**config.mk**
```make
export PLATFORM = sky130hd
export DESIGN_NAME = ext_memory_bus_16bit
export DESIGN_NICKNAME = d
export VERILOG_FILES = /design/src/inc/ext_bus_pkg.sv /design/src/inc/pin_mux_if.sv /design/src/rtl/ext_pin_mux.sv /design/src/rtl/ext_memory_bus_16bit.sv
export SDC_FILE = /design/constraint.sdc
export NUM_CORES = 1
export LEC_CHECK = 0
export ABC_AREA = 1
export BUFFER_PORTS_ARGS = -buffer_cell sky130_fd_sc_hd__buf_2
export CAP_MARGIN = 20
export CELL_PAD_IN_SITES_DETAIL_PLACEMENT = 1
export CELL_PAD_IN_SITES_GLOBAL_PLACEMENT = 1
export CORE_MARGIN = 1.5
export CORE_UTILIZATION = 29
export DETAILED_ROUTE_END_ITERATION = 12
export PLACE_DENSITY_LB_ADDON = 0.1
export SLEW_MARGIN = 20
export SYNTH_ARGS = -nofsm -noshare
export SYNTH_HDL_FRONTEND = slang
export SYNTH_HIERARCHICAL = 1
export SYNTH_SLANG_ARGS = --single-unit
```
**constraint.sdc**
```tcl
create_clock -name clk -period 1.7 [get_ports clk]
set_clock_uncertainty 0.05 [all_clocks]
set_input_delay 0 -clock clk [delete_from_list [all_inputs] [get_ports clk]]
set_output_delay 0 -clock clk [all_outputs]
set_load 0.005 [all_outputs]
```
**src/inc/ext_bus_pkg.sv**
```systemverilog
// Function
// - Any external access switches pins to bus
// - Disable from external code waits for internal branch
// - Idle internal: float AD/A, strobes high, latch/byte low
// - AD low, AD high, A19:16, control byte ports
// - Only 16-bit data path, not software changeable
// - Latch strobe with address, then output enable
// - Chip select on access, high in sleep
// - Byte write: latch both halves, strobe by bit 0
// - Word write even: hold byte, float, no strobe
// - Word write odd: latch high, held byte low
// - Word write: bit 0 out, both selects, high strobe only if odd
// - Byte select: both halves, high strobe, select byte
// - Mode field: 1x word, 01 select, 00 byte
// - Wait field: 11->0, 10->1, 01->2, 00->3 cycles
// - Disable clear means bus, set means I/O
package ext_bus_pkg;
	localparam int          ADDR_W      = 20;
	localparam int          DATA_W      = 16;
	localparam logic [1:0]  WM_BYTE_WR  = 2'h0;
	localparam logic [1:0]  WM_BYTE_SEL = 2'h1;
	localparam int          WM_WORD_BIT = 1;
	localparam logic [7:0]  CTL_IDLE    = 8'hee;
	localparam int          CTL_ALE     = 0;
	localparam int          CTL_OE      = 1;
	localparam int          CTL_WRL     = 2;
	localparam int          CTL_WRH     = 3;
	localparam int          CTL_BA0     = 4;
	localparam int          CTL_CE      = 5;
	localparam int          CTL_LB      = 6;
	localparam int          CTL_UB      = 7;
	localparam logic [1:0]  WAIT_MAX    = 2'h3;

	typedef enum logic [1:0] {
		WR_BYTE_type_unused, WR_MODE_DUMMY, WR_MODE_DUMMY2, WR_MODE_DUMMY3
	} unused_type;

	typedef enum {
		ST_IDLE, ST_ADDR, ST_DATA, ST_WAIT
	} bus_state_type;

	// Extra wait cycles from the wait field
	function automatic logic [1:0] wait_cycles(input logic [1:0] field);
		wait_cycles = WAIT_MAX - field;
	endfunction : wait_cycles
endpackage : ext_bus_pkg

```
**src/inc/pin_mux_if.sv**
```systemverilog
// Bus-side pin values handed from the sequencer to the pin mux
interface pin_mux_if;
	import ext_bus_pkg::*;
	logic                bus_own;
	logic [DATA_W-1:0]   ad_out;
	logic                ad_oe;
	logic [3:0]          a_hi;
	logic [7:0]          ctl;

	modport src (output bus_own, output ad_out, output ad_oe,
		output a_hi, output ctl);
	modport dst (input bus_own, input ad_out, input ad_oe,
		input a_hi, input ctl);
endinterface : pin_mux_if

```
**src/rtl/ext_pin_mux.sv**
```systemverilog
// Registered pin multiplexer between bus function and general ports
module ext_pin_mux
	import ext_bus_pkg::*;
(
	// Clock and reset
	input  wire logic              clk,
	input  wire logic              arst_n,
	// Bus side
	pin_mux_if.dst                 bus,
	// General port side
	input  wire logic [27:0]       port_out,
	input  wire logic [27:0]       port_oe,
	// Pins
	output logic      [27:0]       pin_out,
	output logic      [27:0]       pin_oe
);
	logic [27:0] bus_val;
	logic [27:0] bus_en;

	// Pin order: AD7:0, AD15:8, A19:16, control byte
	always_comb begin
		bus_val = {bus.ctl, bus.a_hi, bus.ad_out};
		// Upper address floats unless a cycle holds chip select
		bus_en  = {8'hff, {4{!bus.ctl[CTL_CE]}}, {DATA_W{bus.ad_oe}}};
	end

	// Port logic regains every pin when the bus lets go
	always_ff @(posedge clk or negedge arst_n) begin
		if (!arst_n) begin
			pin_out <= 28'h0000000;
			pin_oe  <= 28'h0000000;
		end else if (bus.bus_own) begin
			pin_out <= bus_val;
			pin_oe  <= bus_en;
		end else begin
			pin_out <= port_out;
			pin_oe  <= port_oe;
		end
	end
endmodule : ext_pin_mux

```
**src/rtl/ext_memory_bus_16bit.sv**
```systemverilog
// Multiplexed 16-bit external memory bus sequencer
module ext_memory_bus_16bit
	import ext_bus_pkg::*;
(
	// Clock and reset
	input  wire logic                  clk,
	input  wire logic                  arst_n,
	// Configuration
	input  wire logic                  ext_bus_disable,
	input  wire logic [1:0]            write_mode_select,
	input  wire logic [1:0]            wait_count,
	input  wire logic                  boot_or_ext_mode,
	input  wire logic                  sleep_mode,
	// Core request
	input  wire logic                  exec_external,
	input  wire logic                  req_valid,
	input  wire logic                  req_is_fetch,
	input  wire logic                  table_write_op,
	input  wire logic [ADDR_W-1:0]     table_pointer,
	input  wire logic [7:0]            table_latch,
	// Answer
	output logic                       req_done,
	output logic [DATA_W-1:0]          read_data,
	output logic                       busy,
	output logic                       bus_active,
	// General port logic
	input  wire logic [27:0]           port_out,
	input  wire logic [27:0]           port_oe,
	// Pins
	input  wire logic [DATA_W-1:0]     ad_in,
	output logic      [27:0]           pin_out,
	output logic      [27:0]           pin_oe
);
	import ext_bus_pkg::*;

	pin_mux_if mux ();

	bus_state_type       state;
	logic [1:0]          wait_left;
	logic                disable_eff;
	logic [7:0]          hold_byte;
	logic [ADDR_W-1:0]   addr;
	logic                is_write;
	logic                is_fetch;
	logic [7:0]          wdata;
	logic [1:0]          wmode;
	logic                bus_own_r;
	logic [DATA_W-1:0]   ad_out;
	logic                ad_oe;
	logic [7:0]          ctl;
	logic                wr_odd;
	logic                end_cyc;
	logic                end_d;
	logic                rd_d;

	////////////////////////////////////////////////////////////////
	// Effective disable: held off while running externally
	always_ff @(posedge clk or negedge arst_n) begin
		if (!arst_n) begin
			disable_eff <= 1'b0;
		end else if (!exec_external) begin
			disable_eff <= ext_bus_disable;
		end else if (!ext_bus_disable) begin
			disable_eff <= 1'b0;
		end
	end

	////////////////////////////////////////////////////////////////
	// Bus cycle sequencer
	// Width is always 16 bits; nothing here can narrow it
	always_ff @(posedge clk or negedge arst_n) begin
		if (!arst_n) begin
			state     <= ST_IDLE;
			wait_left <= 2'h0;
			addr      <= '0;
			is_write  <= 1'b0;
			is_fetch  <= 1'b0;
			wdata     <= 8'h00;
			wmode     <= WM_BYTE_WR;
		end else begin
			unique case (state)
				ST_IDLE: begin
					if (req_valid && !sleep_mode) begin
						state    <= ST_ADDR;
						addr     <= table_pointer;
						is_write <= table_write_op && !req_is_fetch;
						is_fetch <= req_is_fetch;
						wdata    <= table_latch;
						wmode    <= write_mode_select;
					end
				end
				ST_ADDR: begin
					state     <= ST_DATA;
					// Fetches take no wait states, tables take the count set by the wait field
					wait_left <= is_fetch ? 2'h0
						: wait_cycles(wait_count);
				end
				ST_DATA: begin
					if (wait_left == 2'h0) begin
						state <= ST_IDLE;
					end else begin
						state <= ST_WAIT;
					end
				end
				ST_WAIT: begin
					wait_left <= wait_left - 2'h1;
					if (wait_left == 2'h1) begin
						state <= ST_IDLE;
					end
				end
			endcase
		end
	end

	////////////////////////////////////////////////////////////////
	// Word-write holding latch for even addresses
	always_ff @(posedge clk or negedge arst_n) begin
		if (!arst_n) begin
			hold_byte <= 8'h00;
		end else if (state == ST_ADDR && is_write && wmode[WM_WORD_BIT]
			&& !addr[0]) begin
			hold_byte <= wdata;
		end
	end

	assign wr_odd = addr[0];

	////////////////////////////////////////////////////////////////
	// Pin values for each phase of the cycle
	always_comb begin
		ctl    = CTL_IDLE;
		ad_out = '0;
		ad_oe  = 1'b0; // Float while idle
		unique case (state)
			ST_IDLE: begin
			end
			ST_ADDR: begin
				ad_out       = addr[DATA_W-1:0];
				ad_oe        = 1'b1;
				ctl[CTL_ALE] = 1'b1;
				ctl[CTL_CE]  = 1'b0;
			end
			ST_DATA, ST_WAIT: begin
				ctl[CTL_CE] = 1'b0;
				if (!is_write) begin
					ctl[CTL_OE] = 1'b0; // Both bytes at once
					ctl[CTL_LB] = 1'b0;
					ctl[CTL_UB] = 1'b0;
				end else if (wmode[WM_WORD_BIT]) begin
					ctl[CTL_BA0] = wr_odd;
					ctl[CTL_LB]  = 1'b0;
					ctl[CTL_UB]  = 1'b0;
					if (wr_odd) begin
						ad_out = {wdata, hold_byte};
						ad_oe  = 1'b1;
						ctl[CTL_WRH] = 1'b0;
					end
					// Even address: bus floats, no strobe
				end else if (wmode == WM_BYTE_SEL) begin
					ad_out       = {wdata, wdata};
					ad_oe        = 1'b1;
					ctl[CTL_WRH] = 1'b0;
					ctl[CTL_BA0] = wr_odd;
					ctl[CTL_UB]  = !wr_odd;
					ctl[CTL_LB]  = wr_odd;
				end else begin
					ad_out = {wdata, wdata};
					ad_oe  = 1'b1;
					if (wr_odd) begin
						ctl[CTL_WRH] = 1'b0;
					end else begin
						ctl[CTL_WRL] = 1'b0;
					end
				end
			end
		endcase
	end

	////////////////////////////////////////////////////////////////
	// Bus ownership: any access, or disable cleared in boot/ext mode
	always_comb begin
		bus_own_r = (state != ST_IDLE)
			|| (boot_or_ext_mode && !disable_eff);
	end

	assign mux.bus_own = bus_own_r;
	assign mux.ad_out  = ad_out;
	assign mux.ad_oe   = ad_oe;
	assign mux.a_hi    = (state == ST_IDLE) ? 4'h0
		: addr[ADDR_W-1:DATA_W];
	assign mux.ctl     = sleep_mode ? CTL_IDLE : ctl;

	// Upper address lines float when idle
	ext_pin_mux u_mux (
		.clk      (clk),
		.arst_n   (arst_n),
		.bus      (mux),
		.port_out (port_out),
		.port_oe  (port_oe),
		.pin_out  (pin_out),
		.pin_oe   (pin_oe)
	);

	////////////////////////////////////////////////////////////////
	// Last internal data cycle of the bus cycle
	assign end_cyc = (state == ST_DATA && wait_left == 2'h0)
		|| (state == ST_WAIT && wait_left == 2'h1);

	// Pins lag the sequencer by one register, so the answer waits too
	always_ff @(posedge clk or negedge arst_n) begin
		if (!arst_n) begin
			end_d <= 1'b0;
			rd_d  <= 1'b0;
		end else begin
			end_d <= end_cyc;
			rd_d  <= end_cyc && !is_write;
		end
	end

	////////////////////////////////////////////////////////////////
	// Answer to the core; data taken while the pins still show OE
	always_ff @(posedge clk or negedge arst_n) begin
		if (!arst_n) begin
			req_done   <= 1'b0;
			read_data  <= '0;
			busy       <= 1'b0;
			bus_active <= 1'b0;
		end else begin
			req_done <= end_d;
			if (rd_d) begin
				read_data <= ad_in;
			end
			busy       <= (state != ST_IDLE);
			bus_active <= bus_own_r;
		end
	end
endmodule : ext_memory_bus_16bit

```
==> Flow_metrics.wiki, run 1 <==
{| class="wikitable"
! Metric !! Value
|-
| Result of the run || finished with violations
|-
| Violations in the final reports || negative hold slack
|-
| Sequential cell fraction of total power || 37.3%
|-
| Pin count of the biggest net entering global routing || 41
|-
| Initial Util || 29.8%
|-
| Mapped Cells || 563
|-
| Number of enable flip-flop cells after synthesis || 0
|-
| Global routing usage summed across all routing layers || 18.8%
|-
| Combinational group share of total power || 35.0%
|-
| Die Height || 136 µm
|-
| Endpoints failing hold || 14
|-
| Initial antenna violation count || 0
|-
| Pins over their slew limit || 0
|-
| Total clock sinks || 122
|-
| Number of I/O port buffers || 187
|-
| Power Internal || 8.36 mW
|-
| Number of distinct library cells after synthesis || 26
|-
| Switching power || 4.60 mW
|-
| Clock buffer count from CTS || 17
|-
| Total number of vias || 4771
|-
| Power density over the cells || 1610 nW/µm²
|-
| Required time reported for the critical path endpoint || 2.01 ns
|-
| Number of failing setup endpoints in the final timing report || 0
|-
| Cell area reported after detailed placement || 6360 µm²
|-
| Area enclosed by the die boundary || 18600 µm²
|-
| Reg2Reg Depth || 6
|-
| Overall routed net length || 16.6 mm
|-
| Cell type of the slowest stage on the worst timing path || sky130_fd_sc_hd__dfrtp_1
|-
| Violation count after the first detailed-route iteration || 149
|-
| Vias per Instance || 4.30
|-
| Largest fanout on the critical path || 10
|-
| Core ar. || 17300 µm²
|-
| Worst Tran Pin Value || 0.416 ns
|-
| Placer's final routability congestion estimate || 0.897
|-
| Fraction of layout cells with a size suffix above 1 || 30.8%
|-
| CP startpoint kind || flip-flop
|-
| Synthesized flop and latch total || 122
|-
| Storage cell area || 3050 µm²
|-
| Register-to-Register Setup Slack || 0.11 ns
|-
| Accumulated negative setup slack || 0 ns
|-
| Wire length of the first global-routing pass || 26.6 mm
|-
| Ordered cell list for the critical path || clkinv_1 > o21ai_0 > nand2_1 > nand2_1 > nand2_1 > nand2_1
|-
| Clock insertion delay at the later pin of the skew report || 0.41 ns
|-
| Number of warnings issued by yosys || 6
|-
| Proportion of power drawn by the clock network || 27.7%
|-
| Number of placement rows || 48
|-
| Clock tree from TritonCTS || done
|-
| Max Cap Viol || 0
|-
| Post-detailed-placement half-perimeter wirelength || 11.8 mm
|-
| Net count reported at finish || 986
|-
| Vias in the first global route || 5130
|-
| Overflow left after global routing || 0
|-
| Count of unresolved DRC violations after routing || 0
|-
| Clock input transition at the sequential cells of the worst setup and hold paths || 0.06 ns
|-
| Post-synthesis average cell area || 9.14 µm²
|-
| Buffers from clock root to sink, at most || 2
|-
| Seq/Total Area, Yosys || 59.3%
|-
| Largest voltage drop on the vdd net || 0.000799 V
|-
| Arr. time, crit path || 1.89 ns
|-
| Die W || 136 µm
|-
| RSZ-0062 raised after global routing || no
|-
| Buffer cell driving the clock tree root || sky130_fd_sc_hd__clkbuf_16
|-
| Critical path buffers and inverters || 1
|-
| Drt wl/cell || 15.0 µm
|-
| First drt pass iteration count || 4
|-
| Share of the cycle needed by the critical path after routing || 93.4%
|-
| Max Clk Rate || 0.630 GHz
|-
| Routed Antenna Nets || 0
|-
| Number of buffers inserted by post-CTS setup repair || 0
|-
| Final Critical Period || 1.59 ns
|-
| Count of inserted antenna diode cells || 0
|-
| Path type of the worst setup path || reg -> reg
|-
| Share of total power consumed by net switching || 35.5%
|-
| Most used flip-flop cell after synthesis || sky130_fd_sc_hd__dfrtp_1
|-
| Type of the worst min-delay path || in -> async
|-
| P&R area growth vs syn || 56.6%
|-
| Async set-reset flop share out of synthesis || 100%
|-
| Hold slack || -0.00975 ns
|-
| Slew Limit Headroom || 72.2%
|-
| H-tree depth || 4
|-
| Post-Syn Area || 5150 µm²
|-
| Cell leakage power || 4.28 nW
|-
| Startpoint of the most critical register-to-register path || wmode[1]
|-
| Synthesized Nets || 678
|-
| Kind of cell with the highest combined delay on the critical path || flip-flops
|-
| Delay of the slowest critical-path stage || 0.48 ns
|-
| Most common cell on crit path || sky130_fd_sc_hd__nand2_1
|-
| Filler cell count in the final layout || 2027
|-
| Area of combinational cells with multiple inputs || 1760 µm²
|-
| Critical path capture point type || flip-flop
|-
| Terminus of the critical flop-to-flop path || u_mux/pin_out[7]
|-
| Finished layout cell area || 8060 µm²
|-
| # IOs || 188
|}
-- cell usage in the layout, fill, tap and decap left out, types with 2 or more instances in the layout --
cell type and n:
sky130_fd_sc_hd__dlygate4sd3_1 110, sky130_fd_sc_hd__o21bai_1 8, sky130_fd_sc_hd__mux2_2 16, sky130_fd_sc_hd__nor2_4 3, sky130_fd_sc_hd__clkinvlp_4 2, sky130_fd_sc_hd__dfrtp_1 121, sky130_fd_sc_hd__a21oi_1 5, sky130_fd_sc_hd__o21ai_0 15
sky130_fd_sc_hd__nor2_1 9, sky130_fd_sc_hd__or2_2 8, sky130_fd_sc_hd__buf_4 12, sky130_fd_sc_hd__inv_2 4, sky130_fd_sc_hd__clkbuf_16 17, sky130_fd_sc_hd__nand3b_1 4, sky130_fd_sc_hd__clkinv_4 4, sky130_fd_sc_hd__bufinv_16 2
sky130_fd_sc_hd__buf_2 186, sky130_fd_sc_hd__nand3_1 35, sky130_fd_sc_hd__ha_1 2, sky130_fd_sc_hd__inv_6 5, sky130_fd_sc_hd__buf_12 6, sky130_fd_sc_hd__clkinv_2 2, sky130_fd_sc_hd__nand2_1 269, sky130_fd_sc_hd__inv_1 30
-- routing by layer --
layer	part of all wire, %	GRT usage, %	vias to the layer above	wire length, µm
met4	1.8	6.50	0	298
met2	48	31.5	143	7930
met1	45	23.9	2243	7500
li1	-	-	2364	-
met5	0	0	-	0
met3	5.5	4.25	21	913
-- power groups by stage --
stage | sequential, mW | combinational [mW] | clock (mW)
5_1_grt | 5.00 | 5.16 | 3.81
6_report | 4.84 | 4.54 | 3.59
2_1_floorplan | 4.80 | 2.55 | 0
3_5_place_dp | 4.89 | 4.41 | 0
3_3_place_gp | 4.83 | 4.31 | 0
4_1_cts | 4.85 | 4.63 | 3.67
-- registers in the layout, indices dropped and copies added, names as in the netlist --
name           count
state              2
rd_d               1
req_done           1
wait_left          2
wdata              8
busy               1
end_d              1
hold_byte          8
read_data         16
disable_eff        1
addr              20
bus_active         1
is_write           1
is_fetch           1
u_mux/pin_oe      28
u_mux/pin_out     28
wmode              2
-- synth_stat cells, types with 2 or more instances --
master	number	area, µm²
sky130_fd_sc_hd__nand2_1	269	1010
sky130_fd_sc_hd__nand3b_1	4	30.0
sky130_fd_sc_hd__buf_2	8	40.0
sky130_fd_sc_hd__buf_4	4	30.0
sky130_fd_sc_hd__a21oi_1	5	25.0
sky130_fd_sc_hd__or2_2	8	50.1
sky130_fd_sc_hd__ha_1	2	25.0
sky130_fd_sc_hd__inv_1	30	113
sky130_fd_sc_hd__nor2_1	9	33.8
sky130_fd_sc_hd__o21bai_1	8	60.1
sky130_fd_sc_hd__dfrtp_1	122	3050
sky130_fd_sc_hd__mux2_2	16	180
sky130_fd_sc_hd__buf_6	12	135
sky130_fd_sc_hd__inv_2	4	15.0
sky130_fd_sc_hd__nand3_1	35	175
sky130_fd_sc_hd__nor2_4	3	33.8
sky130_fd_sc_hd__o21ai_0	15	75.1
-- worst register-to-register path: stages, from the launching register on --
cell                       delay (ns)
sky130_fd_sc_hd__dfrtp_1         0.48
sky130_fd_sc_hd__clkinv_1        0.31
sky130_fd_sc_hd__o21ai_0         0.41
sky130_fd_sc_hd__nand2_1         0.10
sky130_fd_sc_hd__nand2_1         0.07
sky130_fd_sc_hd__nand2_1         0.05
sky130_fd_sc_hd__nand2_1         0.06
-- how the worst max path moves through the flow --
stage	start	endpoint	slack [ns]	cells after the start
2_1_floorplan	state[1]	u_mux/pin_oe[26]	0.05	7
3_3_place_gp	state[1]	is_write	0.12	5
3_5_place_dp	state[1]	is_write	0.06	5
4_1_cts	state[1]	is_write	0.05	5
5_1_grt	wmode[1]	u_mux/pin_out[7]	0.03	6
6_report	wmode[1]	u_mux/pin_out[7]	0.11	6
-- per-stage QoR --
step / setup WS, ns / util, % / power, mW / std cells
2_1_floorplan: 0.0524 / - / 7.35 / 563
3_3_place_gp: 0.120 / 36.8 / 9.14 / 967
3_5_place_dp: 0.0621 / 36.8 / 9.31 / 967
4_1_cts: 0.0533 / 46.6 / 13.1 / 1110
5_1_grt: 0.0265 / 46.6 / 14.0 / 1109
6_report: 0.112 / 46.6 / 13.0 / 1109
-- layout make-up --
class / count / area share [%]
multi-input combinational: 381 / 21.9
tap: 225 / 3.49
sequential: 122 / 37.9
inverter: 35 / 1.63
clock inverter: 15 / 2.03
timing repair buffer: 314 / 27.8
clock buffer: 17 / 5.28
-- kinds of logic after synthesis --
group / Yosys count / share of synthesized area (%)
flops: 122 / 59.3
buf+inv: 60 / 6.61
simple gates: 333 / 26.7
fa+ha+maj: 2 / 0.486
compound gates: 30 / 3.40
mux: 16 / 3.50
-- repair_timing --
action | in CTS | in global routing
endpoints found under the hold margin | 229 | 0
hold buffers | 111 | 0
resized for setup | 0 | 2
setup endpoints to repair | 0 | 26
Power figures use the tool's default switching activity.
==> run 2: changes to the inputs <==
PLACE_DENSITY_LB_ADDON = 0.08   (was 0.1)
clock period = 1.5 ns   (was 1.7 ns; I/O delays follow)
==> run 2 against run 1 <==
The run still ends with negative hold slack left. Via count is 2.2% higher. Critical endpoint is now u_mux/pin_oe[17]. Sequential share of layout area fell by 0.66 points. Combinational power is 22% higher. Non-clock buffer count rose by 14. Die area unchanged. Critical path type unchanged. Worst hold slack got worse by 0.016 ns. Global-route usage grew 0.46 points. Routed wire length is 2.7% higher. Count of clock-buffer cells in the layout rose by 1. Setup slack worse by 0.047 ns. First-iteration DRC count is 6.0% lower.
==> Flow_metrics.wiki, run 2 (synthesis results as in run 1) <==
{| class="wikitable"
! Metric !! Value
|-
| Result of the run || finished with violations (unchanged)
|-
| Violations in the final reports || negative hold slack (unchanged)
|-
| Arr. time, crit path || 1.68 ns (was 1.89 ns)
|-
| Overflow left after global routing || 0 (unchanged)
|-
| Vias in the first global route || 5250 (was 5130)
|-
| Filler cell count in the final layout || 2037 (was 2027)
|-
| Cell type of the slowest stage on the worst timing path || sky130_fd_sc_hd__dfrtp_1 (unchanged)
|-
| Max Clk Rate || 0.697 GHz (was 0.630 GHz)
|-
| Path type of the worst setup path || reg -> reg (unchanged)
|-
| Number of placement rows || 48 (unchanged)
|-
| Storage cell area || 3050 µm² (about the same)
|-
| Most common cell after layout, fill and taps aside || sky130_fd_sc_hd__nand2_1 (unchanged)
|-
| Clock input transition at the sequential cells of the worst setup and hold paths || 0.06 ns (about the same)
|-
| Finished layout cell area || 8200 µm² (was 8060 µm²)
|-
| First drt pass iteration count || 4 (unchanged)
|-
| Type of the worst min-delay path || in -> async (unchanged)
|-
| Wire length of the first global-routing pass || 26.9 mm (was 26.6 mm)
|-
| Area enclosed by the die boundary || 18600 µm² (unchanged)
|-
| Pin count of the biggest net entering global routing || 36 (was 41)
|-
| Overall Power || 14.9 mW (was 13.0 mW)
|-
| Global-route met3 utilization || 4.88% (was 4.25%)
|-
| Power density over the cells || 1810 nW/µm² (was 1610 nW/µm²)
|-
| Setup WS post-layout || 0.0646 ns (was 0.112 ns)
|-
| Net count reported at finish || 1001 (was 986)
|-
| P&R area growth vs syn || 59.3% (was 56.6%)
|-
| Fin cells || 1124 (was 1109)
|-
| Critical path capture point type || flip-flop (unchanged)
|-
| Final Critical Period || 1.44 ns (was 1.59 ns)
|-
| Global routing usage summed across all routing layers || 19.3% (was 18.8%)
|-
| Vias per Instance || 4.34 (was 4.30)
|-
| Share of the cycle needed by the critical path after routing || 95.7% (was 93.4%)
|-
| Cell leakage power || 4.35 nW (was 4.28 nW)
|-
| Switching power || 5.31 mW (was 4.60 mW)
|-
| RSZ-0062 raised after global routing || yes (was no)
|-
| Register-to-Register Setup Slack || 0.06 ns (was 0.11 ns)
|-
| Drt wl/cell || 15.2 µm (was 15.0 µm)
|-
| Clock insertion delay at the later pin of the skew report || 0.42 ns (was 0.41 ns)
|-
| Initial antenna violation count || 0 (unchanged)
|-
| Count of unresolved DRC violations after routing || 0 (unchanged)
|-
| # IOs || 188 (unchanged)
|-
| Ordered cell list for the critical path || nor2_4 > buf_4 > inv_1 > nand2_1 > inv_1 > nand2_2 > nand2_1 (was clkinv_1 > o21ai_0 > nand2_1 > nand2_1 > nand2_1 > nand2_1)
|-
| Count of inserted antenna diode cells || 0 (unchanged)
|-
| Violation count after the first detailed-route iteration || 140 (was 149)
|-
| Post-detailed-placement half-perimeter wirelength || 12.3 mm (was 11.8 mm)
|-
| Cell Count Post-Placement || 975 (was 967)
|-
| Number of failing setup endpoints in the final timing report || 0 (unchanged)
|-
| Routed Antenna Nets || 0 (unchanged)
|-
| H-tree depth || 4 (unchanged)
|-
| Accumulated negative setup slack || 0 ns (unchanged)
|-
| Placer's final routability congestion estimate || 0.872 (was 0.897)
|-
| Overall routed net length || 17.1 mm (was 16.6 mm)
|-
| Kind of cell with the highest combined delay on the critical path || simple AND/OR/NAND/NOR gates (was flip-flops)
|-
| CP startpoint kind || flip-flop (unchanged)
|-
| Total number of vias || 4877 (was 4771)
|-
| Die Height || 136 µm (unchanged)
|-
| Final cell utilization of the core || 47.4% (was 46.6%)
|-
| Required time reported for the critical path endpoint || 1.75 ns (was 2.01 ns)
|-
| Delay of the slowest critical-path stage || 0.43 ns (was 0.48 ns)
|-
| Proportion of power drawn by the clock network || 26.0% (was 27.7%)
|-
| Fraction of layout cells with a size suffix above 1 || 32.0% (was 30.8%)
|-
| Clock tree from TritonCTS || done (unchanged)
|-
| Largest fanout on the critical path || 4 (was 10)
|-
| Endpoints failing hold || 17 (was 14)
|-
| Number of I/O port buffers || 187 (unchanged)
|-
| Worst Tran Pin Value || 0.562 ns (was 0.416 ns)
|-
| Buffers from clock root to sink, at most || 2 (unchanged)
|-
| Total clock sinks || 122 (unchanged)
|-
| Routing usage on met1 || 23.8% (was 23.9%)
|-
| Hold slack || -0.0260 ns (was -0.00975 ns)
|-
| Max Cap Viol || 0 (unchanged)
|-
| Critical path buffers and inverters || 3 (was 1)
|-
| Power Internal || 9.55 mW (was 8.36 mW)
|-
| Share of total power consumed by net switching || 35.7% (was 35.5%)
|-
| Largest regs || u_mux/pin_oe x28, u_mux/pin_out x28, addr x20 (unchanged)
|-
| Core ar. || 17300 µm² (unchanged)
|-
| Largest voltage drop on the vdd net || 0.000929 V (was 0.000799 V)
|-
| Sequential cell fraction of total power || 36.9% (was 37.3%)
|-
| Buffer cell driving the clock tree root || sky130_fd_sc_hd__clkbuf_16 (unchanged)
|-
| Initial Util || 29.8% (unchanged)
|-
| Commonest non-fill, non-tap cells in the layout || sky130_fd_sc_hd__nand2_1 (266), sky130_fd_sc_hd__buf_2 (186), sky130_fd_sc_hd__dfrtp_1 (122) (was sky130_fd_sc_hd__nand2_1 (269), sky130_fd_sc_hd__buf_2 (186), sky130_fd_sc_hd__dfrtp_1 (121))
|-
| Most used routing layer || met2 (unchanged)
|-
| Combinational group share of total power || 37.1% (was 35.0%)
|-
| Die W || 136 µm (unchanged)
|-
| Pins over their slew limit || 0 (unchanged)
|-
| Clock buffer count from CTS || 17 (unchanged)
|-
| Slew Limit Headroom || 62.5% (was 72.2%)
|-
| Area of combinational cells with multiple inputs || 1790 µm² (was 1760 µm²)
|-
| Pre-CTS worst setup slack || -0.0183 ns (was 0.0621 ns)
|-
| Cell area reported after detailed placement || 6440 µm² (was 6360 µm²)
|-
| Met2 demand-to-capacity share in global routing || 33.1% (was 31.5%)
|}
## run 2: changes by cell type in the layout (fill, tap and decap cells not counted), moves of 2 or more
cell / change
sky130_fd_sc_hd__buf_4: +11
sky130_fd_sc_hd__inv_6: -3
sky130_fd_sc_hd__nand2_1: -3
sky130_fd_sc_hd__clkinv_2: +2
sky130_fd_sc_hd__clkinvlp_4: +2
sky130_fd_sc_hd__inv_2: -2
sky130_fd_sc_hd__nand2_2: +2
## run 2: final timing paths
path,startpoint,endpoint,depth (start not counted)
worst max-delay path,state[0],u_mux/pin_oe[17],7
worst min-delay path,arst_n,u_mux/pin_oe[0],2
worst max register to register,state[0],u_mux/pin_oe[17],7
worst min register to register,end_d,req_done,0
max in group asynchronous,arst_n,addr[2],3
min in group clk,boot_or_ext_mode,bus_active,3
## run 2: area by class of cell
type	count	share of cell area, %
Clock buffer	18	5.36
Sequential cell	122	37.2
Tap cell	225	3.43
Inverter	35	1.72
Timing Repair Buffer	328	28.9
Clock inverter	14	1.51
Multi-Input combinational cell	382	21.9
## run 2: power by group through the flow
stage	Clock [mW]	Sequential (mW)	Combinational (mW)
after detailed placement	0	5.54	5.16
after global placement	0	5.49	5.01
after global routing	4.12	5.64	6.24
after floorplan	0	5.44	2.92
after CTS	3.99	5.48	5.50
final	3.86	5.47	5.52
## run 2: worst register-to-register path: stages (launching register included)
cell and delay, ns:
sky130_fd_sc_hd__dfrtp_1 0.43, sky130_fd_sc_hd__nor2_4 0.26, sky130_fd_sc_hd__buf_4 0.16, sky130_fd_sc_hd__inv_1 0.08, sky130_fd_sc_hd__nand2_1 0.11, sky130_fd_sc_hd__inv_1 0.06
sky130_fd_sc_hd__nand2_2 0.09, sky130_fd_sc_hd__nand2_1 0.07
## run 2: per-layer routing
metal	vias up	wire length, µm
met5	-	0
met4	0	148
met3	10	850
met2	139	8400
met1	2334	7700
li1	2394	-
## run 2: timing repair
action,4_1_cts,5_1_grt
hold buffers,112,0
gates resized for setup,1,8
hold endpoints to repair,229,0
pin swaps,1,1
cloned,0,1
buffers inserted,4,1
setup endpoints to repair,4,61
